$ cat config.mk
export PLATFORM = sky130hd
export DESIGN_NAME = ass_sequencer
export DESIGN_NICKNAME = d
export VERILOG_FILES = /design/src/ass_pkg.sv /design/src/ass_stage_mem.sv /design/src/ass_sequencer.sv
export SDC_FILE = /design/constraint.sdc
export NUM_CORES = 2
export LEC_CHECK = 0
export ABC_AREA = 0
export BUFFER_PORTS_ARGS = -buffer_cell sky130_fd_sc_hd__buf_4
export CAP_MARGIN = 0
export CORE_MARGIN = 3
export CORE_UTILIZATION = 45
export DETAILED_ROUTE_END_ITERATION = 12
export MAX_ROUTING_LAYER = met4
export PLACE_DENSITY = 0.6
export SYNTH_ARGS = -nofsm -noshare
export SYNTH_HDL_FRONTEND = slang
export SYNTH_HIERARCHICAL = 1
export SYNTH_SLANG_ARGS = --single-unit
$ cat constraint.sdc
create_clock -name sys_clk -period 8.3 [get_ports sys_clk]
set_clock_uncertainty 0.2 [all_clocks]
set_input_delay 1.245 -clock sys_clk [delete_from_list [all_inputs] [get_ports sys_clk]]
set_output_delay 1.245 -clock sys_clk [all_outputs]
set_load 0.005 [all_outputs]
$ cat src/ass_pkg.sv
// Package for the automatic speed stage sequencer
package ass_pkg;
   localparam int STAGES = 16;
   localparam int IDX_W = 4;
   localparam int FREQ_W = 16;
   localparam int TIME_W = 16;
   localparam int DIR_W = 2;
   localparam int MODE_W = 3;
   // Register indices on the plain register port
   localparam logic [7:0] OFF_MODE = 8'h00;
   localparam logic [7:0] OFF_FREQ0 = 8'h01;
   localparam logic [7:0] OFF_STATUS = 8'h02;
   localparam logic [7:0] OFF_FREQ_BASE = 8'h10;
   localparam logic [7:0] OFF_TIME_BASE = 8'h20;
   localparam logic [7:0] OFF_DIR_BASE = 8'h30;
   localparam logic [MODE_W-1:0] MODE_RESET = 3'h0;
   localparam logic [FREQ_W-1:0] FREQ_RESET = 16'h0000;
   // Durations are in units of 0.1 s
   localparam int TICK_NS = 100_000_000;
   localparam int CLK_NS = 100;
   localparam int TICK_CYCLES = TICK_NS / CLK_NS;
   localparam logic [1:0] DIR_STOP = 2'h0;
   localparam logic [1:0] DIR_FWD = 2'h1;
   localparam logic [1:0] DIR_REV = 2'h2;
   typedef enum logic [1:0] {DRV_STOP, DRV_FWD, DRV_REV} ass_dir_t;
   typedef struct packed {
      logic [FREQ_W-1:0] freq;
      logic [1:0] dir;
      logic run;
   } ass_cmd_t;
endpackage

$ cat src/ass_stage_mem.sv
// Per-stage frequency memory, registered read
`timescale 1ns/10ps
`default_nettype none
module ass_stage_mem (
   input wire logic sys_clk,
   input wire logic we,
   input wire logic [ass_pkg::IDX_W-1:0] waddr,
   input wire logic [ass_pkg::FREQ_W-1:0] wdata,
   input wire logic [ass_pkg::IDX_W-1:0] raddr,
   output logic [ass_pkg::FREQ_W-1:0] rdata
);
   logic [ass_pkg::FREQ_W-1:0] mem [ass_pkg::STAGES];
   always_ff @(posedge sys_clk) begin
      if (we) begin
         mem[waddr] <= wdata;
      end
      rdata <= mem[raddr];
   end
endmodule
`default_nettype wire

$ cat src/ass_sequencer.sv
// Automatic speed stage sequencer top
//
// Functional notes
// - Mode 0 disables sequencing; the normal frequency reference drives.
// - Modes 1 and 4 run the stage list once, then stop.
// - Modes 2 and 5 repeat the stage list while run stays on.
// - Modes 3 and 6 do one pass then hold last stage frequency.
// - Modes 1 to 3 resume the unfinished stage after a stop.
// - Modes 4 to 6 restart from stage zero after a stop.
// - Stage zero uses multi-speed zero frequency; each stage has time, direction.
// - Direction code 0 stop, 1 forward, 2 reverse.
// - Wobble or PID active inhibits sequencing.
// - While sequencing, external multi-step speed selects are ignored.
// - Zero duration stage is skipped; all zero means no sequencing.
// - Ramps between stages use primary accel and decel settings.
`timescale 1ns/10ps
`default_nettype none
module ass_sequencer (
   input wire logic sys_clk,
   input wire logic reset_n,
   input wire logic [7:0] reg_addr,
   input wire logic [15:0] reg_wdata,
   input wire logic reg_write,
   input wire logic reg_read,
   output logic [15:0] reg_rdata,
   input wire logic run_cmd,
   input wire logic wobble_active,
   input wire logic pid_active,
   input wire logic [15:0] normal_freq,
   input wire logic [1:0] normal_dir,
   input wire logic [3:0] step_sel_in,
   output logic [3:0] step_sel_out,
   output logic [15:0] out_freq,
   output logic [1:0] out_dir,
   output logic out_run,
   output logic use_main_ramp,
   output logic seq_active,
   output logic [3:0] stage_out
);
   // ************************************************************
   // Register storage
   // ************************************************************
   typedef enum logic [1:0] {S_IDLE, S_LOAD, S_RUN, S_DONE} ass_state_t;
   logic [2:0] mode_reg;
   logic [15:0] freq0_reg;
   logic [15:0] time_reg [ass_pkg::STAGES];
   logic [1:0] dir_reg [ass_pkg::STAGES];
   logic [15:0] freq_rd;
   logic [15:0] rdata_next;
   logic [15:0] reg_rdata_reg;
   // Pin inputs pass three flops; run counts once stages two and three agree
   logic [2:0] run_sync_reg;
   logic [2:0] wob_sync_reg;
   logic [2:0] pid_sync_reg;
   logic run_reg;
   logic wob_reg;
   logic pid_reg;
   ass_state_t state_reg;
   logic [3:0] idx_reg;
   logic [15:0] tleft_reg;
   logic [23:0] tick_cnt_reg;
   logic tick;
   logic [15:0] out_freq_reg;
   logic [1:0] out_dir_reg;
   logic out_run_reg;
   logic seq_active_reg;
   logic [3:0] step_sel_reg;
   wire sel_mode = (reg_addr == ass_pkg::OFF_MODE);
   wire sel_f0 = (reg_addr == ass_pkg::OFF_FREQ0);
   wire sel_stat = (reg_addr == ass_pkg::OFF_STATUS);
   wire sel_freq = (reg_addr[7:4] == ass_pkg::OFF_FREQ_BASE[7:4]);
   wire sel_time = (reg_addr[7:4] == ass_pkg::OFF_TIME_BASE[7:4]);
   wire sel_dir = (reg_addr[7:4] == ass_pkg::OFF_DIR_BASE[7:4]);
   logic [3:0] next_idx;
   logic [3:0] mem_raddr;
   wire [3:0] ra = reg_addr[3:0];
   wire mem_we = reg_write && sel_freq && (ra != 4'h0);
   // Stage zero frequency lives outside the memory
   ass_stage_mem u_mem (
      .sys_clk(sys_clk),
      .we(mem_we),
      .waddr(ra),
      .wdata(reg_wdata),
      .raddr(mem_raddr),
      .rdata(freq_rd)
   );
   // ************************************************************
   // Sequencing conditions
   // ************************************************************
   logic any_time;
   always_comb begin
      any_time = 1'b0;
      for (int i = 0; i < ass_pkg::STAGES; i++) begin
         any_time = any_time | (time_reg[i] != 16'h0000);
      end
   end
   wire mode_on = (mode_reg >= 3'h1) && (mode_reg <= 3'h6);
   wire enabled = mode_on && !wob_reg && !pid_reg && any_time;
   wire single = (mode_reg == 3'h1) || (mode_reg == 3'h4);
   wire loop = (mode_reg == 3'h2) || (mode_reg == 3'h5);
   wire restart0 = (mode_reg >= 3'h4);
   // First active stage at or after a start point, ascending
   logic [3:0] scan_idx;
   logic scan_found;
   logic scan_wrap;
   // One bit wider, so leaving stage fifteen still counts as the end of the list
   logic [4:0] scan_from;
   assign scan_from = (state_reg == S_RUN) ? {1'b0, idx_reg} + 5'h01 : {1'b0, idx_reg};
   always_comb begin
      scan_idx = scan_from[3:0];
      scan_found = 1'b0;
      scan_wrap = 1'b0;
      for (int k = 0; k < 2 * ass_pkg::STAGES; k++) begin
         if (!scan_found) begin
            if (k >= ass_pkg::STAGES - int'(scan_from) && (state_reg == S_RUN)) begin
               scan_wrap = 1'b1;
            end
            if (time_reg[4'(int'(scan_from) + k)] != 16'h0000) begin
               scan_found = 1'b1;
               scan_idx = 4'(int'(scan_from) + k);
            end
         end
      end
   end
   // Reaching the end of the list only counts when leaving the current stage
   wire pass_end = scan_wrap;
   assign next_idx = scan_idx;
   // Memory reads the index held next cycle, so its registered output lines up
   wire load_new = (state_reg == S_LOAD) && (tleft_reg == 16'h0000);
   wire step_new = (state_reg == S_RUN) && run_reg && enabled && tick &&
                   (tleft_reg <= 16'h0001) && !(pass_end && !loop);
   assign mem_raddr = (reg_read && sel_freq) ? ra : ((load_new || step_new) ? next_idx : idx_reg);
   // A register read borrows the memory port; the drive keeps the last value
   logic mem_lent_reg;
   logic [15:0] stage_freq_reg;
   wire [15:0] cur_freq = (idx_reg == 4'h0) ? freq0_reg :
                          (mem_lent_reg ? stage_freq_reg : freq_rd);
   // ************************************************************
   // Timebase and registers
   // ************************************************************
   assign tick = (tick_cnt_reg == 24'(ass_pkg::TICK_CYCLES - 1));
   always_comb begin
      rdata_next = 16'h0000;
      if (sel_mode) begin
         rdata_next = {13'h0000, mode_reg};
      end else if (sel_f0) begin
         rdata_next = freq0_reg;
      end else if (sel_stat) begin
         rdata_next = {8'h00, seq_active_reg, 1'b0, state_reg, idx_reg};
      end else if (sel_time) begin
         rdata_next = time_reg[ra];
      end else if (sel_dir) begin
         rdata_next = {14'h0000, dir_reg[ra]};
      end
   end
   always_ff @(posedge sys_clk) begin
      if (!reset_n) begin
         mode_reg <= ass_pkg::MODE_RESET;
         freq0_reg <= ass_pkg::FREQ_RESET;
         for (int i = 0; i < ass_pkg::STAGES; i++) begin
            time_reg[i] <= 16'h0000;
            dir_reg[i] <= ass_pkg::DIR_STOP;
         end
         reg_rdata_reg <= 16'h0000;
      end else begin
         if (reg_write && sel_mode) begin
            mode_reg <= reg_wdata[2:0];
         end
         if (reg_write && sel_f0) begin
            freq0_reg <= reg_wdata;
         end
         if (reg_write && sel_time) begin
            time_reg[ra] <= reg_wdata;
         end
         if (reg_write && sel_dir) begin
            dir_reg[ra] <= reg_wdata[1:0];
         end
         reg_rdata_reg <= reg_read ? rdata_next : 16'h0000;
      end
   end
   // Frequency read overrides when addressing the stage memory
   logic rd_freq_reg;
   logic rd_f0_reg;
   always_ff @(posedge sys_clk) begin
      if (!reset_n) begin
         rd_freq_reg <= 1'b0;
         rd_f0_reg <= 1'b0;
         mem_lent_reg <= 1'b0;
         stage_freq_reg <= ass_pkg::FREQ_RESET;
      end else begin
         rd_freq_reg <= reg_read && sel_freq && (ra != 4'h0);
         rd_f0_reg <= reg_read && sel_freq && (ra == 4'h0);
         mem_lent_reg <= reg_read && sel_freq;
         if (!mem_lent_reg) begin
            stage_freq_reg <= freq_rd;
         end
      end
   end
   assign reg_rdata = rd_freq_reg ? freq_rd : (rd_f0_reg ? freq0_reg : reg_rdata_reg);
   // ************************************************************
   // Sequencer
   // ************************************************************
   always_ff @(posedge sys_clk) begin
      if (!reset_n) begin
         run_sync_reg <= 3'h0;
         wob_sync_reg <= 3'h0;
         pid_sync_reg <= 3'h0;
         run_reg <= 1'b0;
         wob_reg <= 1'b0;
         pid_reg <= 1'b0;
         tick_cnt_reg <= 24'h000000;
         state_reg <= S_IDLE;
         idx_reg <= 4'h0;
         tleft_reg <= 16'h0000;
      end else begin
         run_sync_reg <= {run_sync_reg[1:0], run_cmd};
         wob_sync_reg <= {wob_sync_reg[1:0], wobble_active};
         pid_sync_reg <= {pid_sync_reg[1:0], pid_active};
         if (run_sync_reg[2] == run_sync_reg[1]) run_reg <= run_sync_reg[2];
         if (wob_sync_reg[2] == wob_sync_reg[1]) wob_reg <= wob_sync_reg[2];
         if (pid_sync_reg[2] == pid_sync_reg[1]) pid_reg <= pid_sync_reg[2];
         tick_cnt_reg <= tick ? 24'h000000 : tick_cnt_reg + 24'h000001;
         case (state_reg)
            S_IDLE: begin
               if (run_reg && enabled) begin
                  if (restart0) begin
                     idx_reg <= 4'h0;
                     tleft_reg <= 16'h0000;
                  end
                  state_reg <= S_LOAD;
               end
            end
            S_LOAD: begin
               // Resume keeps remaining time; fresh stage loads full time
               if (tleft_reg == 16'h0000) begin
                  idx_reg <= next_idx;
                  tleft_reg <= time_reg[next_idx];
               end
               state_reg <= S_RUN;
            end
            S_RUN: begin
               if (!run_reg || !enabled) begin
                  state_reg <= S_IDLE;
                  if (restart0) begin
                     idx_reg <= 4'h0;
                     tleft_reg <= 16'h0000;
                  end
               end else if (tick) begin
                  if (tleft_reg > 16'h0001) begin
                     tleft_reg <= tleft_reg - 16'h0001;
                  end else if (pass_end && !loop) begin
                     tleft_reg <= 16'h0000;
                     state_reg <= S_DONE;
                  end else begin
                     idx_reg <= next_idx;
                     tleft_reg <= time_reg[next_idx];
                  end
               end
            end
            S_DONE: begin
               if (!run_reg || !enabled) begin
                  state_reg <= S_IDLE;
                  idx_reg <= 4'h0;
                  tleft_reg <= 16'h0000;
               end
            end
            default: state_reg <= S_IDLE;
         endcase
      end
   end
   // ************************************************************
   // Outputs to the drive
   // ************************************************************
   wire running = (state_reg == S_RUN) || (state_reg == S_DONE && !single);
   wire seq_now = enabled && (state_reg != S_IDLE);
   ass_pkg::ass_cmd_t cmd_next;
   always_comb begin
      cmd_next.freq = normal_freq;
      cmd_next.dir = normal_dir;
      cmd_next.run = run_reg;
      if (seq_now) begin
         cmd_next.freq = cur_freq;
         cmd_next.dir = (dir_reg[idx_reg] == ass_pkg::DIR_REV) ? ass_pkg::DIR_REV :
                        (dir_reg[idx_reg] == ass_pkg::DIR_FWD) ? ass_pkg::DIR_FWD :
                        ass_pkg::DIR_STOP;
         cmd_next.run = running && (cmd_next.dir != ass_pkg::DIR_STOP);
      end
   end
   always_ff @(posedge sys_clk) begin
      if (!reset_n) begin
         out_freq_reg <= 16'h0000;
         out_dir_reg <= ass_pkg::DIR_STOP;
         out_run_reg <= 1'b0;
         seq_active_reg <= 1'b0;
         step_sel_reg <= 4'h0;
      end else begin
         out_freq_reg <= cmd_next.freq;
         out_dir_reg <= cmd_next.dir;
         out_run_reg <= cmd_next.run;
         seq_active_reg <= seq_now;
         step_sel_reg <= seq_now ? 4'h0 : step_sel_in;
      end
   end
   assign out_freq = out_freq_reg;
   assign out_dir = out_dir_reg;
   assign out_run = out_run_reg;
   assign seq_active = seq_active_reg;
   assign use_main_ramp = seq_active_reg;
   assign step_sel_out = step_sel_reg;
   assign stage_out = idx_reg;
endmodule
`default_nettype wire

# Word-level counts from Yosys, hierarchy flattened
# Memory sizes are Yosys's and may differ from the RTL's. A register that Yosys moved wholly into a read port is not among the register bits.
# Index checks and enable logic that the tools add are counted.
# totals
output_inout_bits	45
inputBits	53
reg_bits	136
word_cells	516
mem_count	3
ramBits	544
# op_classes
bitwise	17
reduce_logical	133
n_mux	243
n_eq_ne	25
n_addsub	35
magnitude_cmp	37
# mem_list
name	depth	word_bits	read_ports	rd_ports_with_merged_regs	wr	line	source
time_reg	16	16	50	0	16	ass_sequencer.sv:46	logic [15:0] time_reg [ass_pkg::STAGES];
u_mem.mem	16	16	1	1	1	ass_stage_mem.sv:12	logic [ass_pkg::FREQ_W-1:0] mem [ass_pkg::STAGES];
dir_reg	16	2	2	1	16	ass_sequencer.sv:47	logic [1:0] dir_reg [ass_pkg::STAGES];
# op_table
op	n
nonzero test 16 bit	48
two-way mux 4 bit	76
two-way mux 16 bit	16
two-way mux 1 bit	136
greater-or-equal comparator 6 bit, first input constant	16
adder 4 bit, second input constant	16
one-hot mux 16 bit (4 select lines)	1
logical AND 1 bit	56
greater-or-equal comparator 5 x 6 -> 1 bit, first input constant	8
adder 4 x 3 -> 4 bit, second input constant	8
adder 24 x 1 -> 24 bit, second input constant	1
== test 24 x 20 -> 1 bit, second input constant	1
greater-or-equal comparator 4 x 6 -> 1 bit, first input constant	4
two-way mux 19 bit	1
two-way mux 2 bit	9
adder 4 x 2 -> 4 bit, second input constant	4
> comparator 16 x 1 -> 1 bit, second input constant	1
<= comparator 16 x 1 -> 1 bit, second input constant	1
logical NOT 16 bit	1
one-hot mux 4 bit (4 select lines)	1
OR reduction 16 bit	1
subtractor 16 x 1 -> 16 bit, second input constant	1
bitwise OR 1 bit	15
adder 4 x 1 -> 4 bit, second input constant	3
40 further kinds	65

# Logic depth before layout (Yosys ltp)
# depth
depth_word	76
ltp_mapped	36
mapped_depth_nobuf	26

# Hierarchy
# Netlist, hierarchy kept.
# by_module_without_submodules
module	cells_each	area_each_um2	n_inst
ass_sequencer	3132	30993.5	1
ass_stage_mem	432	10043.4	1

# Worst setup path after synthesis
# OpenSTA, ideal clock, no wires.
# synth_path
path_type	register -> register
startpoint	register idx_reg[0] (netlist: stage_out[0])
endpoint	register u_mem/rdata[13] (netlist bit), read port of u_mem.mem
required_ns	7.980
setup_ns	0.120
n_path_buf	11
t_arrival_ns	7.897
path_slack_ns	0.083
stages_incl_launch_ff	34
synth_period_minus_slack_ns	8.217
cell_sequence	dfxtp_1 -> inv_2 -> clkbuf_1 -> ha_1 -> nand3b_1 -> o21ai_1 -> inv_2 -> buf_2 -> buf_2 -> buf_2 -> clkbuf_1 -> ha_1 -> clkbuf_1 -> xnor2_1 -> xnor2_1 -> mux4_2 -> nor2_1 -> nand4_1 -> mux2i_1 -> nand2_1 -> or4_1 -> a211o_1 -> a31o_1 -> a31oi_1 -> clkbuf_1 -> buf_4 -> buf_4 -> mux2i_1 -> a21oi_1 -> buf_2 -> buf_1 -> mux4_2 -> a22oi_1 -> nand2_1
# synth_between
elab_chain_len	74
word_cells_on_any_way	323
# synth_rtl
item	line	source
start, declared	ass_sequencer.sv:59	logic [3:0] idx_reg;
start signal, assigned	ass_sequencer.sv:236	idx_reg <= next_idx;
start signal, assigned	ass_sequencer.sv:255	idx_reg <= next_idx;
adder 4 x 1 -> 5 bit	ass_sequencer.sv:108	assign scan_from = (state_reg == S_RUN) ? {1'b0, idx_reg} + 5'h01 : {1'b0, idx_reg};
two-way mux 5 bit (*)	ass_sequencer.sv:108	
subtractor 5 x 5 -> 6 bit	ass_sequencer.sv:115	if (k >= ass_pkg::STAGES - int'(scan_from) && (state_reg == S_RUN)) begin
greater-or-equal comparator 1 x 6 -> 1 bit	ass_sequencer.sv:115	
logical AND 1 bit	ass_sequencer.sv:115	
two-way mux 1 bit (2 in series)	ass_sequencer.sv:115	
two-way mux 1 bit	ass_sequencer.sv:114	if (!scan_found) begin
two-way mux 1 bit	ass_sequencer.sv:115	
(+57 left out)	n/a	
two-way mux 1 bit	ass_sequencer.sv:115	
two-way mux 1 bit	ass_sequencer.sv:114	
logical AND 1 bit	ass_sequencer.sv:131	(tleft_reg <= 16'h0001) && !(pass_end && !loop);
logical NOT 1 bit	ass_sequencer.sv:131	
logical AND 1 bit	ass_sequencer.sv:131	
logical OR 1 bit	ass_sequencer.sv:132	assign mem_raddr = (reg_read && sel_freq) ? ra : ((load_new || step_new) ? next_idx : idx_reg);
two-way mux 4 bit (*) (2 in series)	ass_sequencer.sv:132	
named net mem_raddr[1]	ass_sequencer.sv:75	logic [3:0] mem_raddr;
end, declared	ass_stage_mem.sv:10	output logic [ass_pkg::FREQ_W-1:0] rdata
# The timed path passes the listed nets; every way through them passes the cells marked *.
# A chain may end at the register's enable or synchronous reset.

# Worst setup path in the final report
# layout_path
startpoint	register state_reg[1]
endpoint	register tleft_reg[12]
# layout_between
elab_chain_len	74
word_cells_on_any_way	332
# layout_rtl
item	line	source
start, declared	ass_sequencer.sv:58	ass_state_t state_reg;
start signal, assigned	ass_sequencer.sv:212	state_reg <= S_IDLE;
start signal, assigned	ass_sequencer.sv:230	state_reg <= S_LOAD;
start signal, assigned	ass_sequencer.sv:239	state_reg <= S_RUN;
branches (longest 74 deep; another with memory read (16 x 16 bit))	n/a	
end signal, assigned	ass_sequencer.sv:237	tleft_reg <= time_reg[next_idx];
end signal, assigned	ass_sequencer.sv:250	tleft_reg <= tleft_reg - 16'h0001;
end signal, assigned	ass_sequencer.sv:256	tleft_reg <= time_reg[next_idx];
end, declared	ass_sequencer.sv:60	logic [15:0] tleft_reg;
# Several ways; the timed one is not identified. The select of a mux whose other input is x is not followed.

==> reports/qor.txt <==
Layout cell share with drive strength beyond 1: 0.189
Die footprint: 94900 um2
Critical path arrival: 8360 ps
Adder-cell area share of the yosys netlist: 0.00366
Slew Viols, Final: 0
Initial antenna violation count: 12
Setup Crit Path Kind: reg2reg
Port buffer count: 97
Vias: 32800
Maximum VDD drop: 0.000286 V
WL final: 168000 um
First-pass GRT wire length: 237000 um
Vias in the first global route: 30900
Fmax: 124 MHz
CTS tree: done
Post-Layout Cell Count: 4897
Nature of the critical path startpoint: register
Syn-to-layout area delta: 12.6%
Hold Vio Cnt, Final: 0
Synth unique cells: 99
Sequential share of the synthesized area: 0.474
Post-synthesis average cell area: 11.5 um2
Max-Cap Viols: 0
Final ANT Viol Nets: 0
Largest net degree at the start of global routing: 91
Dpl hpwl: 120000 um
Initial Util: 0.455
Drt first pass iters: 6
DP Cell Count: 4746
Residual DRC: 0
Pre-CTS worst setup slack: 450 ps
Yosys warnings: 6
Worst-Skew Late Latency: 670 ps
Ys flop type: edfxtp_1
Slew margin rel.: 0.0962
Largest family of logic cells by synthesized area: multiplexers
Total track usage: 0.361
Synth Register Bits: 700
Detail-routed via count per cell: 6.71
Static leakage: 16.3 nW
CTS Sinks: 700
Post-CTS Setup Inserts: 0
Fin nets: 3714
H-tree depth: 3
Wire length per cell: 34.4 um
Status: completed
Core box area: 90300 um2
Mux cell area share after synthesis: 0.224
CTS Buffer Depth: 3
Post-CTS Resized: 0
Root Driver: clkbuf_16
Pwr dens: 179 nW/um2
Mapped cell area: 41000 um2
Worst Path Required: 8620 ps
Rows: 110
Post-synthesis instance total: 3564
Starting DRT DRC Count: 4577
Post-synth EDFFs: 544
Unrepaired setup endpoints after global routing: no
CTS buffer count: 77
Complex-gate fraction of the synthesized area: 0.0834
Grt ovf: 0
Fraction of registers with async set/reset: 0
Die width: 308 um
Die H: 308 um
Hold Path Class: reg2reg
Fraction of the mapped netlist area in simple logic gates: 0.172
Xor and xnor area share after synthesis: 0.0104
# setup viols final: 0
Worst setup EP type: register
Crit share post-route: 0.969
DP Area: 43600 um2
Clock transition at path regs: 60 ps
Worst-path maximum fanout: 90
Final core utilization: 0.512
Total of fill cells in the finished design: 8023
CTS hold repair buffers: 0
GP Congestion: 1.04
Post-route cell area: 46200 um2
IO Count: 98
Min Tclk post-route: 8040 ps
Setup tns final: 0 ps
Syn_nets: 3629
Tightest Pin Transition: 1340 ps
Worst setup margin: 257 ps
-- worst paths after layout --
path,startpoint,to,slack [ps],cells past startpoint
setup / recovery,state_reg[1]$_SDFFE_PN0P_,tleft_reg[12]$_SDFFE_PN0P_,260,20
hold / removal,pid_sync_reg[0]$_SDFF_PN0_,pid_sync_reg[1]$_SDFF_PN0_,230,1
setup reg to reg,state_reg[1]$_SDFFE_PN0P_,tleft_reg[12]$_SDFFE_PN0P_,260,20
hold reg to reg,pid_sync_reg[0]$_SDFF_PN0_,pid_sync_reg[1]$_SDFF_PN0_,230,1
-- routing by layer --
metal	track usage	vias to the layer above	wire length [um]
met5	-	-	0
met4	0.142	0	7570
met3	0.0744	362	16100
met2	0.523	1922	74200
met1	0.498	16600	70400
li1	-	13900	-
-- worst max-delay path, stage by stage (launching register included) --
cell and delay, ps:
dfxtp_1 460, nor2b_4 300, xnor2_4 140, inv_4 100, buf_12 420, mux4_2 640
a311oi_1 320, a22oi_1 280, nor4_2 570, mux2i_1 200, o22a_1 350, a2111oi_2 580
a211oi_4 200, nor3_2 700, xnor2_2 220, buf_4 590, mux2i_1 270, mux2i_1 110
mux2i_1 500, mux2_2 390, o21ai_1 80
-- stage by stage --
step	hold WS, ps	power, mW
after floorplan	212	4.43
after global placement	213	4.85
after detailed placement	223	4.85
after CTS	237	8.30
after global routing	246	8.49
final	233	8.28
-- synth_stat cells, types with 20 or more instances --
| cell type | count | share of area |
|---|---|---|
| edfxtp_1 | 544 | 0.40 |
| a21oi_1 | 130 | 0.016 |
| and3_1 | 101 | 0.015 |
| nand3_1 | 61 | 0.0074 |
| or2_2 | 27 | 0.0041 |
| buf_2 | 45 | 0.0055 |
| inv_1 | 27 | 0.0025 |
| xnor2_1 | 23 | 0.0049 |
| mux2i_1 | 374 | 0.091 |
| dfxtp_1 | 156 | 0.076 |
| a22oi_1 | 69 | 0.013 |
| nor2_1 | 321 | 0.029 |
| or3_1 | 32 | 0.0049 |
| buf_1 | 25 | 0.0023 |
| mux4_2 | 213 | 0.12 |
| buf_4 | 20 | 0.0037 |
| nand2b_1 | 22 | 0.0034 |
| o21ai_0 | 93 | 0.011 |
| and2_1 | 233 | 0.036 |
| mux2_2 | 28 | 0.0077 |
| nor4_1 | 84 | 0.013 |
| clkbuf_1 | 157 | 0.014 |
| nor3_1 | 135 | 0.016 |
| nand2_1 | 233 | 0.021 |
| nand4_1 | 36 | 0.0055 |
| o211ai_1 | 33 | 0.0060 |
-- layout by cell type, fill, tap and decap left out, types with 12 or more instances in the layout --
cell	n
nand2_1	233
a211oi_1	13
clkbuf_16	78
clkinv_2	12
o21ai_1	28
xnor2_1	21
and2_1	233
nor4_1	83
inv_1	27
a21oi_1	128
mux2i_1	374
edfxtp_1	544
and3_1	101
nor2_1	320
nand3_1	61
nand4_1	36
clkbuf_1	12
a31oi_1	14
or4_1	15
dfxtp_1	155
buf_4	256
mux4_2	213
xor2_1	17
o21ai_0	81
or2_2	27
mux2_2	28
nand2b_1	22
or3_1	32
o211ai_1	33
nor3_1	129
clkbuf_8	16
o22ai_1	13
a22oi_1	69
-- kinds of logic (layout without fill, tap and decap cells) --
kind of cell	after synthesis	count (layout)
compound gates	516	516
xor+xnor	44	44
fa+ha+maj	12	12
buf+inv	299	446
flops	700	700
mux	630	630
other cells	0	10
simple gates	1363	1363
-- cell type report --
type                            count  area, um2  area share
Sequential cell                   700      19500       0.421
Clock buffer                      106       2220      0.0480
Clock inverter                     35        382     0.00826
Multi-Input combinational cell   2565      20400       0.440
Timing Repair Buffer              268       2150      0.0466
Antenna cell                       10       25.0    0.000542
Tap cell                         1176       1470      0.0318
Inverter                           37        141     0.00306
-- power by group --
group          leakage, nW  total (mW)  internal (mW)  switching (mW)
logic                 8.68       0.720          0.270           0.450
registers             6.31        4.09           3.88           0.210
clock network         1.27        3.47           1.99            1.48
total                 16.3        8.28           6.14            2.14
No activity file was read; power rests on OpenSTA's default activity.
